===== src/inc/bank1_regs_pkg.sv =====
// Constants and carrier types for the bank-1 special register map
package bank1_regs_pkg;
	// ----------------------------------------
	// Addresses
	// ----------------------------------------
	localparam logic [7:0] A_INDIRECT_PORT = 8'h80;
	localparam logic [7:0] A_T0_CONFIG = 8'h81;
	localparam logic [7:0] A_PC_LOW = 8'h82;
	localparam logic [7:0] A_FLAGS = 8'h83;
	localparam logic [7:0] A_IND_POINTER = 8'h84;
	localparam logic [7:0] A_DIR_A = 8'h85;
	localparam logic [7:0] A_DIR_B = 8'h86;
	localparam logic [7:0] A_DIR_C = 8'h87;
	localparam logic [7:0] A_DIR_D = 8'h88;
	localparam logic [7:0] A_DIR_E = 8'h89;
	localparam logic [7:0] A_PC_LATCH = 8'h8A;
	localparam logic [7:0] A_CORE_IRQ = 8'h8B;
	localparam logic [7:0] A_IRQ_EN1 = 8'h8C;
	localparam logic [7:0] A_IRQ_EN2 = 8'h8D;
	localparam logic [7:0] A_PWR_FLAGS = 8'h8E;
	localparam logic [7:0] A_T2_PERIOD = 8'h92;
	localparam logic [7:0] A_SSP_ADDR = 8'h93;
	localparam logic [7:0] A_SSP_FLAGS = 8'h94;
	localparam logic [7:0] A_TX_CTRL = 8'h98;
	localparam logic [7:0] A_BAUD = 8'h99;
	localparam logic [2:0] BANK1_TAG = 3'h4;
	// ----------------------------------------
	// Writable bit masks
	// ----------------------------------------
	localparam logic [7:0] M_ALL = 8'hFF;
	localparam logic [7:0] M_FLAGS_HI = 8'hE0;
	localparam logic [7:0] M_FLAGS_ALU = 8'h07;
	localparam logic [7:0] M_DIR_A = 8'h3F;
	localparam logic [7:0] M_DIR_E = 8'h37;
	localparam logic [7:0] M_PC_LATCH = 8'h1F;
	localparam logic [7:0] M_CORE_IRQ = 8'hFE;
	localparam logic [7:0] M_IRQ_EN2 = 8'h01;
	localparam logic [7:0] M_PWR = 8'h03;
	localparam logic [7:0] M_SSP_FLAGS = 8'h3F;
	localparam logic [7:0] M_TX_CTRL = 8'hF5;
	// ----------------------------------------
	// Reset values
	// ----------------------------------------
	localparam logic [7:0] R_ONES = 8'hFF;
	localparam logic [7:0] R_ZERO = 8'h00;
	localparam logic [7:0] R_FLAGS = 8'h18;
	localparam logic [7:0] R_DIR_A = 8'h3F;
	localparam logic [7:0] R_DIR_E = 8'h07;
	localparam logic [7:0] R_TX_CTRL = 8'h02;
	// Bit positions
	localparam int B_TO = 4;
	localparam int B_PD = 3;
	localparam int B_IND_BANK = 7;
	localparam int B_IBOV = 5;
	localparam int B_POR = 1;
	localparam int B_BROWNOUT_FLAG = 0;
	// ----------------------------------------
	// Types
	// ----------------------------------------
	typedef struct packed {
		logic [7:0] t0_config;
		logic [7:0] flags;
		logic [7:0] ind_pointer;
		logic [7:0] dir_a;
		logic [7:0] dir_b;
		logic [7:0] dir_c;
		logic [7:0] dir_d;
		logic [7:0] dir_e;
		logic [7:0] pc_latch;
		logic [7:0] core_irq;
		logic [7:0] irq_en1;
		logic [7:0] irq_en2;
		logic [7:0] pwr_flags;
		logic [7:0] t2_period;
		logic [7:0] ssp_addr;
		logic [7:0] tx_ctrl;
		logic [7:0] baud;
	} ctl_s;
	typedef struct packed {
		logic [7:0] t0_config;
		logic [7:0] flags_hi;
		logic [7:0] dir_a;
		logic [7:0] dir_b;
		logic [7:0] dir_c;
		logic [7:0] dir_d;
		logic [7:0] dir_e;
		logic [7:0] pc_latch;
		logic [7:0] core_irq;
		logic [7:0] irq_en1;
		logic [7:0] irq_en2;
		logic [7:0] pwr_flags;
		logic [7:0] t2_period;
		logic [7:0] ssp_addr;
		logic [7:0] tx_ctrl;
		logic [7:0] baud;
		logic [7:0] pc_low;
		logic [7:0] rdata;
		logic pc_load;
		logic [12:0] pc_value;
	} st_s;
	typedef struct packed {
		logic [7:0] ind_pointer;
		logic [2:0] alu;
		logic irq_pin_flag;
	} keep_s;
endpackage


===== src/logic/bank1_special_register_map.sv =====
// Bank-1 special register file with bank-0 mirrors of the core registers
// ----------------------------------------
// What this block does and what firmware must keep
// RL1: Unmapped addresses read zero, ignore writes
// RL2: Unimplemented bits inside registers read zero
// RL3: Shared core registers mirror in both banks
// RL4: PC high only via 5-bit latch transfer
// RL5: Pin and watchdog resets load other column
// RL6: Unknown bits not forced, unchanged bits kept
// RL7: Power flags reset by cause, else kept
// RL8: Firmware keeps brown-out flag written one
// RL9: Firmware keeps upper bank bits zero
// RL10: Firmware keeps interrupt bit six clear
// RL11: Indirect port accesses memory at pointer
// RL12: Power-on/brown-out loads tabulated defaults
// ----------------------------------------
`timescale 1ns/1ns
module bank1_special_register_map
	import bank1_regs_pkg::*;
(
	input wire logic clk,
	input wire logic resetn,
	input wire logic [7:0] addr,
	input wire logic [7:0] wdata,
	input wire logic wr_strobe,
	input wire logic rd_strobe,
	output logic [7:0] rdata,
	input wire logic brownout_reset,
	input wire logic external_reset_pin,
	input wire logic watchdog_reset,
	input wire logic sleep_cmd,
	input wire logic wdt_clear_cmd,
	input wire logic psp_in_full,
	input wire logic psp_out_full,
	input wire logic psp_overflow,
	input wire logic tx_shift_empty,
	input wire logic [7:0] ssp_status,
	output logic [8:0] mem_addr,
	output logic mem_rd,
	output logic mem_wr,
	output logic [7:0] mem_wdata,
	input wire logic [7:0] mem_rdata,
	output logic pc_load,
	output logic [12:0] pc_value,
	output ctl_s ctl
);
	// ----------------------------------------
	// Decode
	// ----------------------------------------
	st_s s;
	st_s next_s;
	keep_s k;
	keep_s next_k;
	logic shared;
	logic hit;
	logic [7:0] key;
	logic indirect;
	logic other_rst;
	// Bank-0 aliases of the core registers
	always_comb begin
		case (addr[6:0])
			A_INDIRECT_PORT[6:0], A_PC_LOW[6:0], A_FLAGS[6:0],
			A_IND_POINTER[6:0], A_PC_LATCH[6:0], A_CORE_IRQ[6:0]: shared = 1'b1; // RL3
			default: shared = 1'b0;
		endcase
	end
	assign hit = (addr[7:5] == BANK1_TAG) || (!addr[7] && shared); // RL3
	assign key = {BANK1_TAG, addr[4:0]};
	assign indirect = hit && (key == A_INDIRECT_PORT);
	assign other_rst = external_reset_pin || watchdog_reset;
	// Pointer at the port itself reads zero; avoids a loop
	assign mem_addr = {s.flags_hi[B_IND_BANK], k.ind_pointer}; // RL11
	assign mem_rd = rd_strobe && indirect && (k.ind_pointer != R_ZERO); // RL11
	assign mem_wr = wr_strobe && indirect && (k.ind_pointer != R_ZERO); // RL11
	assign mem_wdata = wdata;
	function automatic logic [7:0] merge(input logic [7:0] o, d, m);
		merge = (o & ~m) | (d & m);
	endfunction
	// ----------------------------------------
	// Next state
	// ----------------------------------------
	always_comb begin
		next_s = s;
		next_k = k;
		next_s.rdata = R_ZERO;
		next_s.pc_load = 1'b0;
		if (rd_strobe && hit) begin
			case (key)
				A_INDIRECT_PORT: next_s.rdata = mem_rd ? mem_rdata : R_ZERO; // RL11
				A_T0_CONFIG: next_s.rdata = s.t0_config;
				A_PC_LOW: next_s.rdata = s.pc_low;
				A_FLAGS: next_s.rdata = s.flags_hi | {5'h00, k.alu};
				A_IND_POINTER: next_s.rdata = k.ind_pointer;
				A_DIR_A: next_s.rdata = s.dir_a & M_DIR_A; // RL2
				A_DIR_B: next_s.rdata = s.dir_b;
				A_DIR_C: next_s.rdata = s.dir_c;
				A_DIR_D: next_s.rdata = s.dir_d;
				A_DIR_E: next_s.rdata = (s.dir_e & M_DIR_E) |
					{psp_in_full, psp_out_full, 6'h00}; // RL2
				A_PC_LATCH: next_s.rdata = s.pc_latch & M_PC_LATCH; // RL2 RL4
				A_CORE_IRQ: next_s.rdata = s.core_irq | {7'h00, k.irq_pin_flag};
				A_IRQ_EN1: next_s.rdata = s.irq_en1;
				A_IRQ_EN2: next_s.rdata = s.irq_en2 & M_IRQ_EN2; // RL2
				A_PWR_FLAGS: next_s.rdata = s.pwr_flags & M_PWR; // RL2
				A_T2_PERIOD: next_s.rdata = s.t2_period;
				A_SSP_ADDR: next_s.rdata = s.ssp_addr;
				A_SSP_FLAGS: next_s.rdata = ssp_status & M_SSP_FLAGS; // RL2
				A_TX_CTRL: next_s.rdata = (s.tx_ctrl & M_TX_CTRL) |
					{6'h00, tx_shift_empty, 1'b0}; // RL2
				A_BAUD: next_s.rdata = s.baud;
				default: next_s.rdata = R_ZERO; // RL1
			endcase
		end
		if (wr_strobe && hit) begin
			case (key)
				A_T0_CONFIG: next_s.t0_config = wdata;
				A_PC_LOW: begin
					next_s.pc_low = wdata;
					// Upper PC bits come only from the latch
					next_s.pc_load = 1'b1; // RL4
					next_s.pc_value = {s.pc_latch[4:0], wdata}; // RL4
				end
				A_FLAGS: begin
					next_s.flags_hi = merge(s.flags_hi, wdata, M_FLAGS_HI);
					next_k.alu = wdata[2:0];
				end
				A_IND_POINTER: next_k.ind_pointer = wdata;
				A_DIR_A: next_s.dir_a = merge(s.dir_a, wdata, M_DIR_A); // RL2
				A_DIR_B: next_s.dir_b = wdata;
				A_DIR_C: next_s.dir_c = wdata;
				A_DIR_D: next_s.dir_d = wdata;
				A_DIR_E: next_s.dir_e = merge(s.dir_e, wdata, M_DIR_E); // RL2
				A_PC_LATCH: next_s.pc_latch = merge(s.pc_latch, wdata, M_PC_LATCH); // RL4
				A_CORE_IRQ: begin
					next_s.core_irq = merge(s.core_irq, wdata, M_CORE_IRQ);
					next_k.irq_pin_flag = wdata[0];
				end
				A_IRQ_EN1: next_s.irq_en1 = wdata;
				A_IRQ_EN2: next_s.irq_en2 = merge(s.irq_en2, wdata, M_IRQ_EN2); // RL2
				A_PWR_FLAGS: next_s.pwr_flags = merge(s.pwr_flags, wdata, M_PWR);
				A_T2_PERIOD: next_s.t2_period = wdata;
				A_SSP_ADDR: next_s.ssp_addr = wdata;
				A_TX_CTRL: next_s.tx_ctrl = merge(s.tx_ctrl, wdata, M_TX_CTRL);
				A_BAUD: next_s.baud = wdata;
				default: next_s = next_s; // RL1
			endcase
		end
		// Hardware set beats a same-cycle software clear
		if (psp_overflow)
			next_s.dir_e[B_IBOV] = 1'b1;
		if (wdt_clear_cmd) begin
			next_s.flags_hi[B_TO] = 1'b1;
			next_s.flags_hi[B_PD] = 1'b1;
		end else if (sleep_cmd) begin
			next_s.flags_hi[B_TO] = 1'b1;
			next_s.flags_hi[B_PD] = 1'b0;
		end
		if (brownout_reset) begin
			next_s.t0_config = R_ONES; // RL12
			next_s.flags_hi = R_FLAGS; // RL12
			next_s.dir_a = R_DIR_A; // RL12
			next_s.dir_b = R_ONES; // RL12
			next_s.dir_c = R_ONES;
			next_s.dir_d = R_ONES;
			next_s.dir_e = R_DIR_E;
			next_s.pc_latch = R_ZERO;
			next_s.core_irq = R_ZERO;
			next_s.irq_en1 = R_ZERO;
			next_s.irq_en2 = R_ZERO;
			next_s.t2_period = R_ONES; // RL12
			next_s.ssp_addr = R_ZERO;
			next_s.tx_ctrl = R_TX_CTRL & M_TX_CTRL;
			next_s.baud = R_ZERO;
			next_s.pc_low = R_ZERO;
			next_s.pc_load = 1'b0;
			// A reset drops a same-cycle PC write
			next_s.pc_value = s.pc_value;
			next_s.pwr_flags[B_BROWNOUT_FLAG] = 1'b0; // RL7
		end else if (other_rst) begin
			next_s.t0_config = R_ONES; // RL5
			next_s.flags_hi[7:5] = 3'h0; // RL5
			if (watchdog_reset)
				next_s.flags_hi[B_TO] = 1'b0; // RL5
			next_s.dir_a = R_DIR_A; // RL5
			next_s.dir_b = R_ONES;
			next_s.dir_c = R_ONES;
			next_s.dir_d = R_ONES;
			next_s.dir_e = R_DIR_E;
			next_s.pc_latch = R_ZERO;
			next_s.core_irq = R_ZERO;
			next_s.irq_en1 = R_ZERO;
			next_s.irq_en2 = R_ZERO;
			next_s.t2_period = R_ONES;
			next_s.ssp_addr = R_ZERO;
			next_s.tx_ctrl = R_TX_CTRL & M_TX_CTRL;
			next_s.baud = R_ZERO;
			next_s.pc_low = R_ZERO;
			next_s.pc_load = 1'b0;
			next_s.pc_value = s.pc_value;
			next_s.pwr_flags = s.pwr_flags; // RL7
		end
		// Pointer, ALU flags and pin flag untouched by any reset
		if (brownout_reset || other_rst)
			next_k = k; // RL6
	end
	// ----------------------------------------
	// Registers
	// ----------------------------------------
	always_ff @(posedge clk or negedge resetn) begin
		if (!resetn) begin
			s <= '{t0_config: R_ONES, flags_hi: R_FLAGS, dir_a: R_DIR_A, // RL12
				dir_b: R_ONES, dir_c: R_ONES, dir_d: R_ONES, dir_e: R_DIR_E,
				pc_latch: R_ZERO, core_irq: R_ZERO, irq_en1: R_ZERO, irq_en2: R_ZERO,
				pwr_flags: R_ZERO, t2_period: R_ONES, ssp_addr: R_ZERO, // RL7
				tx_ctrl: R_TX_CTRL & M_TX_CTRL, baud: R_ZERO, pc_low: R_ZERO,
				rdata: R_ZERO, pc_load: 1'b0, pc_value: 13'h0000};
		end else begin
			s <= next_s;
		end
	end
	// Unknown-at-power-up bits carry no reset at all
	always_ff @(posedge clk) begin
		k <= next_k; // RL6
	end
	// ----------------------------------------
	// Outputs
	// ----------------------------------------
	assign rdata = s.rdata;
	assign pc_load = s.pc_load;
	assign pc_value = s.pc_value;
	assign ctl = '{t0_config: s.t0_config, flags: s.flags_hi | {5'h00, k.alu},
		ind_pointer: k.ind_pointer, dir_a: s.dir_a, dir_b: s.dir_b,
		dir_c: s.dir_c, dir_d: s.dir_d, dir_e: s.dir_e, pc_latch: s.pc_latch,
		core_irq: s.core_irq | {7'h00, k.irq_pin_flag}, irq_en1: s.irq_en1,
		irq_en2: s.irq_en2, pwr_flags: s.pwr_flags, t2_period: s.t2_period,
		ssp_addr: s.ssp_addr, tx_ctrl: s.tx_ctrl, baud: s.baud};
endmodule


===== config.mk =====
export PLATFORM = sky130hd
export DESIGN_NAME = bank1_special_register_map
export DESIGN_NICKNAME = d
export VERILOG_FILES = /design/src/inc/bank1_regs_pkg.sv /design/src/logic/bank1_special_register_map.sv
export SDC_FILE = /design/constraint.sdc
export NUM_CORES = 1
export LEC_CHECK = 0
export BUFFER_PORTS_ARGS = -buffer_cell sky130_fd_sc_hd__buf_2
export CAP_MARGIN = 15
export CORE_MARGIN = 2
export CORE_UTILIZATION = 30
export CTS_CLUSTER_SIZE = 40
export DETAILED_ROUTE_END_ITERATION = 16
export HOLD_SLACK_MARGIN = 0.08
export SYNTH_ARGS = -nofsm -noshare
export SYNTH_HDL_FRONTEND = slang
export SYNTH_SLANG_ARGS = --single-unit

===== constraint.sdc =====
create_clock -name clk -period 2.9 [get_ports clk]
set_clock_uncertainty 0.2 [all_clocks]
set_input_delay 0.435 -clock clk [delete_from_list [all_inputs] [get_ports clk]]
set_output_delay 0.435 -clock clk [all_outputs]
set_load 0.05 [all_outputs]

# Word-level counts from Yosys, hierarchy flattened
# Index checks and enable logic that the tools add are counted.
[word_totals] ff_bits=170 latchBits=0 ram_bits=0 romBits=0 output_inout_bits=177 elab_cells=169 mem_count=0
[op_classes] n_addsub=0 n_mul=0 div_mod_pow=0 order_cmp=0 n_eq_ne=26 n_shift=0 muxes=36 bitwise_logic=15 n_reduce_logical=64
[op_table] op="$pmux 8 s20" count=1
[op_table] op="$mux 158" count=1
[op_table] op="$mux 8" count=19
[op_table] op="$mux 120" count=1
[op_table] op="$mux 72" count=1
[op_table] op="$reduce_bool 3->1" count=17
[op_table] op="$mux 14" count=3
[op_table] op="$mux 41" count=1
[op_table] op="$reduce_and 2->1" count=19
[op_table] op="$eq 5x4->1 const B" count=7
[op_table] op="$eq 5x5->1 const B" count=5
[op_table] op="$mux 12" count=2
[op_table] op="$eq 5x3->1 const B" count=4
[op_table] op="$or 8x1->8" count=2
[op_table] op="$or 8x2->8" count=2
[op_table] op="$or 8x6->8" count=2
[op_table] op="$reduce_bool 4->1" count=4
[op_table] op="$eq 7x2->1 const B" count=2
[op_table] op="$eq 7x4->1 const B" count=2
[op_table] op="$reduce_and 3->1" count=4
[op_table] op="$eq 5x2->1 const B" count=2
[op_table] op="$logic_and 1x1->1" count=8
[op_table] op="$or 1x8->8" count=1
[op_table] op="$or 4x8->8" count=1
[op_table] op="other kinds (21)" count=30

# Depth between registers and ports, before layout
[depth] ltp_word=17 depth_mapped=8 depth_no_buf=5

# Worst setup path before layout
# Ideal clock, no wire load.
[synth_timing] kind="input-to-output" from="in addr[5]" to="out mem_wr" arrival_time_ns=2.260 required_time_ns=2.265 slack_ns=0.005 cell_stages=4 path_buffers=1 cell_sequence="nor3b_4 -> o311ai_4 -> buf_4 -> nor3_1"
[synth_via] elab_chain_cells=8 elab_cells_between_ends=14 cone_classes="6 x eq/ne; 1 x mux; 7 x reduce/logical"
[synth_lines] item="from (decl)" line="bank1_special_register_map.sv:23" text="input wire logic [7:0] addr,"
[synth_lines] item="$eq 7x2->1 (tied with other cells)" line="bank1_special_register_map.sv:61" text="case (addr[6:0])"
[synth_lines] item="$reduce_or 6->1" line="bank1_special_register_map.sv:61"
[synth_lines] item="$mux 1" line="bank1_special_register_map.sv:61"
[synth_lines] item="$logic_and 1x1->1" line="bank1_special_register_map.sv:67" text="assign hit = (addr[7:5] == BANK1_TAG) || (!addr[7] && shared);"
[synth_lines] item="$logic_or 1x1->1 *" line="bank1_special_register_map.sv:67"
[synth_lines] item="$logic_and 1x1->1 *" line="bank1_special_register_map.sv:69" text="assign indirect = hit && (key == A_INDIRECT_PORT);"
[synth_lines] item="$logic_and 1x1->1 * (2 in series)" line="bank1_special_register_map.sv:74" text="assign mem_wr = wr_strobe && indirect && (k.ind_pointer != R_ZERO);"
[synth_lines] item="to (decl)" line="bank1_special_register_map.sv:40" text="output logic mem_wr,"
# Every way passes the cells marked *; elsewhere a longest branch is shown, timed or not.

# Worst setup path in the final report
[layout_timing] from="reg k, in the netlist ctl[112]" to="out mem_rd"
[layout_via] elab_chain_cells=2
[layout_lines] item="from (decl)" line="bank1_special_register_map.sv:52" text="keep_s k;"
[layout_lines] item="from (signal assigned)" line="bank1_special_register_map.sv:223" text="k <= next_k;"
[layout_lines] item="$reduce_bool 8->1" line="bank1_special_register_map.sv:73" text="assign mem_rd = rd_strobe && indirect && (k.ind_pointer != R_ZERO);"
[layout_lines] item="$logic_and 1x1->1" line="bank1_special_register_map.sv:73"
[layout_lines] item="to (decl)" line="bank1_special_register_map.sv:39" text="output logic mem_rd,"
# No other way between the ends.

==> results.yml <==
synthesis:
  synth_top_family_by_area: "buffers and inverters"
  syn_avg_cell_area_um2: 9.69
  synth_mux_area_frac: 0.119
  syn_area_um2: 8450
  synth_cells: 872
  synthAdderAreaFrac: 0
  synthFlopType: "dfrtp_1"
  synthTopCellsByArea: "dfrtp_1, dfstp_2, buf_4, mux2i_1, nand2_1"
  yosysWarnings: 0
  synth-edff-count: 12
  synth-compound-area-share: 0.0837
  async_reset_ff_frac: 0.916
  synth_top_area_frac: 0.237
  synth_cell_type_count: 62
  synthXorXnorAreaFrac: 0
  ys_seq_elements: 143
  ys_seq_area_frac: 0.438
  synth_top_cell_by_area: "dfrtp_1"
  synth_simple_gate_area_frac: 0.175
clock_tree:
  clk_latency_ps: 430
  numCtsBuffers: 17
  root_buffer: "clkbuf_16"
  cts_sinks: 143
  cts_repair_resize_count: 0
  ctsLongestPathBuffers: 2
  post-cts-setup-buffers: 0
  htree_levels: 4
  clk_pin_slew_ps: 60
  cts_tree: "yes"
  cts_hold_buf: 7
floorplan:
  core_area_um2: 27800
  fp.dieArea_um2: 29500
  die_h_um: 172
  start_util: 0.304
  die_x_um: 172
  io_pins: 222
  rows: 61
power:
  swShare: 0.268
  p_int_uw: 3500
  p_switching_uw: 1280
  power_density_nw_per_um2: 496
  total_power_uw: 4780
  power_frac_clock: 0.472
  p_leak_uw: 0.00442
  max-vdd-ir-drop_mv: 0.346
  pwr-share-seq: 0.425
  pwr-share-comb: 0.103
grt:
  grt_max_degree: 66
  grt_usage: 0.213
  overflow: 0
  antenna_found_initial: 1
  grt_pass1_vias: 6584
  grt_pass1_wl_um: 44900
final_layout:
  antenna_cells: 0
  drive_gt1_frac: 0.389
  n_fill_cell: 2905
  fin_area_um2: 9640
  final_nets: 992
  syn_to_final_growth_pct: 14.1
  stdcell_count: 1338
timing:
  slew_headroom: 0.552
  post-route-period-util: 0.931
  fmax_ghz: 0.370
  rsz0062_at_grt: "false"
  final-hold-violation-count: 0
  slew_viol_final: 0
  fin_setup_tns_ps: 0
  setup_viol: 0
  period_needed_ps: 2700
  worst_pin_slew_ps: 671
critical_path:
  worst_setup_path_end_kind: "output port"
  path_cells: "or4_1, o2111a_1, buf_2"
  crit_path_top_delay_cell: "or4_1"
  max_stage_delay_ps: 550
  worstSetupPathType: "flip-flop to output port"
  start_kind: "flip-flop"
  path_max_fanout: 4
  required_ps: 2270
  worst-path-buf-inv: 1
  crit_family: "simple AND/OR/NAND/NOR gates"
  worstPathArrival_ps: 2070
placed_design:
  placedCellCount: 1299
  numPortBuffers: 196
  place.gp.congestion: 0.939
  post_dp_cell_area_um2: 8970
  dp_hpwl_um: 23100
worst_hold_path:
  hold_path.class: "input pin to flip-flop"
detailed_routing:
  remaining_drc_errors: 0
  viasPerCell: 5.02
  drt_iter0_markers: 608
  wl_per_cell_um: 23.2
  ant_nets: 0
  drt_first_pass_iters: 7
  wirelength_um: 31100
  vias: 6719
flow_run:
  cap_violations: 0
status:
  status: "finished clean"
==> worst paths after layout <==
check	startpoint	endpoint	slack [ps]	cells after the start
max	ctl[112]	mem_rd	200	3
max in group asynchronous	resetn	ctl[100]	1410	3
min in group asynchronous	resetn	pc_load	270	2
min reg2reg	pc_value[4]	pc_value[4]	290	1
max reg2reg	ctl[112]	rdata[0]	360	5
min	mem_rdata[5]	rdata[5]	160	3
==> cell type report <==
class,instances,area (µm²),area share
flip-flops and latches,143,3700,0.384
multi-input cells,518,3280,0.341
inverters,7,26.3,0.00273
repair buffers,260,1560,0.162
clock inverters,14,165,0.0171
well taps,378,473,0.0491
clock buffers,18,429,0.0445
==> per-layer routing <==
layer | track usage | vias up | routed length, µm
met5 | 0 | - | 0
met4 | 0.0680 | 0 | 696
met3 | 0.0426 | 41 | 2340
met2 | 0.330 | 340 | 14200
met1 | 0.298 | 3354 | 13800
li1 | - | 2984 | -
==> placed cells by master, fill, tap and decap left out, drive strengths merged, types with 5 or more instances in the layout <==
cell,instances
conb,23
o21ai,14
buf,253
edfxtp,12
nor2,67
clkinv,6
a21oi,15
o2bb2ai,7
dlygate4sd3,7
a22oi,8
a221oi,7
a31oi,6
mux2i,79
mux2,17
nand2,117
inv,9
dfrtp,80
nor3,27
dfstp,51
clkbuf,18
a211oi,6
nand3,56
and3,6
nand2b,5
==> state kept, by name (all words and copies together), names as in the netlist <==
signal	cells
k	4
rdata	8
ctl	97
pc_value	13
s	19
pc_load	1
mem_addr	1
==> synth_stat cells, types with 7 or more instances <==
library cell  count
buf_4           171
nand3_1          55
edfxtp_1         12
o2bb2ai_1         7
a22oi_1           8
o21ai_0          14
nor3_2            8
mux2i_1          79
dfrtp_1          80
mux2_2           15
a221oi_1          7
dfstp_2          51
nor3_1           14
clkbuf_1         34
buf_2            15
nor2_1           65
nand2_1         117
a21oi_1          15
==> tightest hold or removal path, cell delays in order <==
cell     delay [ps]
buf_2           120
nand2_1          60
a41oi_1         110
==> stage by stage <==
stage / util / hold slack (ps) / setup WS [ps]
after floorplan: - / -60.6 / 5.11
after global placement: 0.323 / 160 / 268
after detailed placement: 0.323 / 170 / 251
after CTS: 0.347 / 156 / 202
after global routing: 0.347 / 176 / 166
final: 0.347 / 160 / 199
==> power groups by stage <==
stage | sequential, µW | clock (µW) | combinational [µW]
final | 2030 | 2260 | 492
after global routing | 2030 | 2380 | 521
after CTS | 2030 | 2300 | 492
after detailed placement | 2070 | 0 | 484
after global placement | 2070 | 0 | 483
after floorplan | 2070 | 0 | 307
==> cells by family (layout without fill, tap and decap cells) <==
kind of cell	Yosys count	after routing
DFF	143	143
and+or+nand+nor	304	304
AOI/OAI and AO/OA	94	94
other	1	23
buffers and inverters	233	299
muxes	97	97
(Power assumes the default switching activity.)
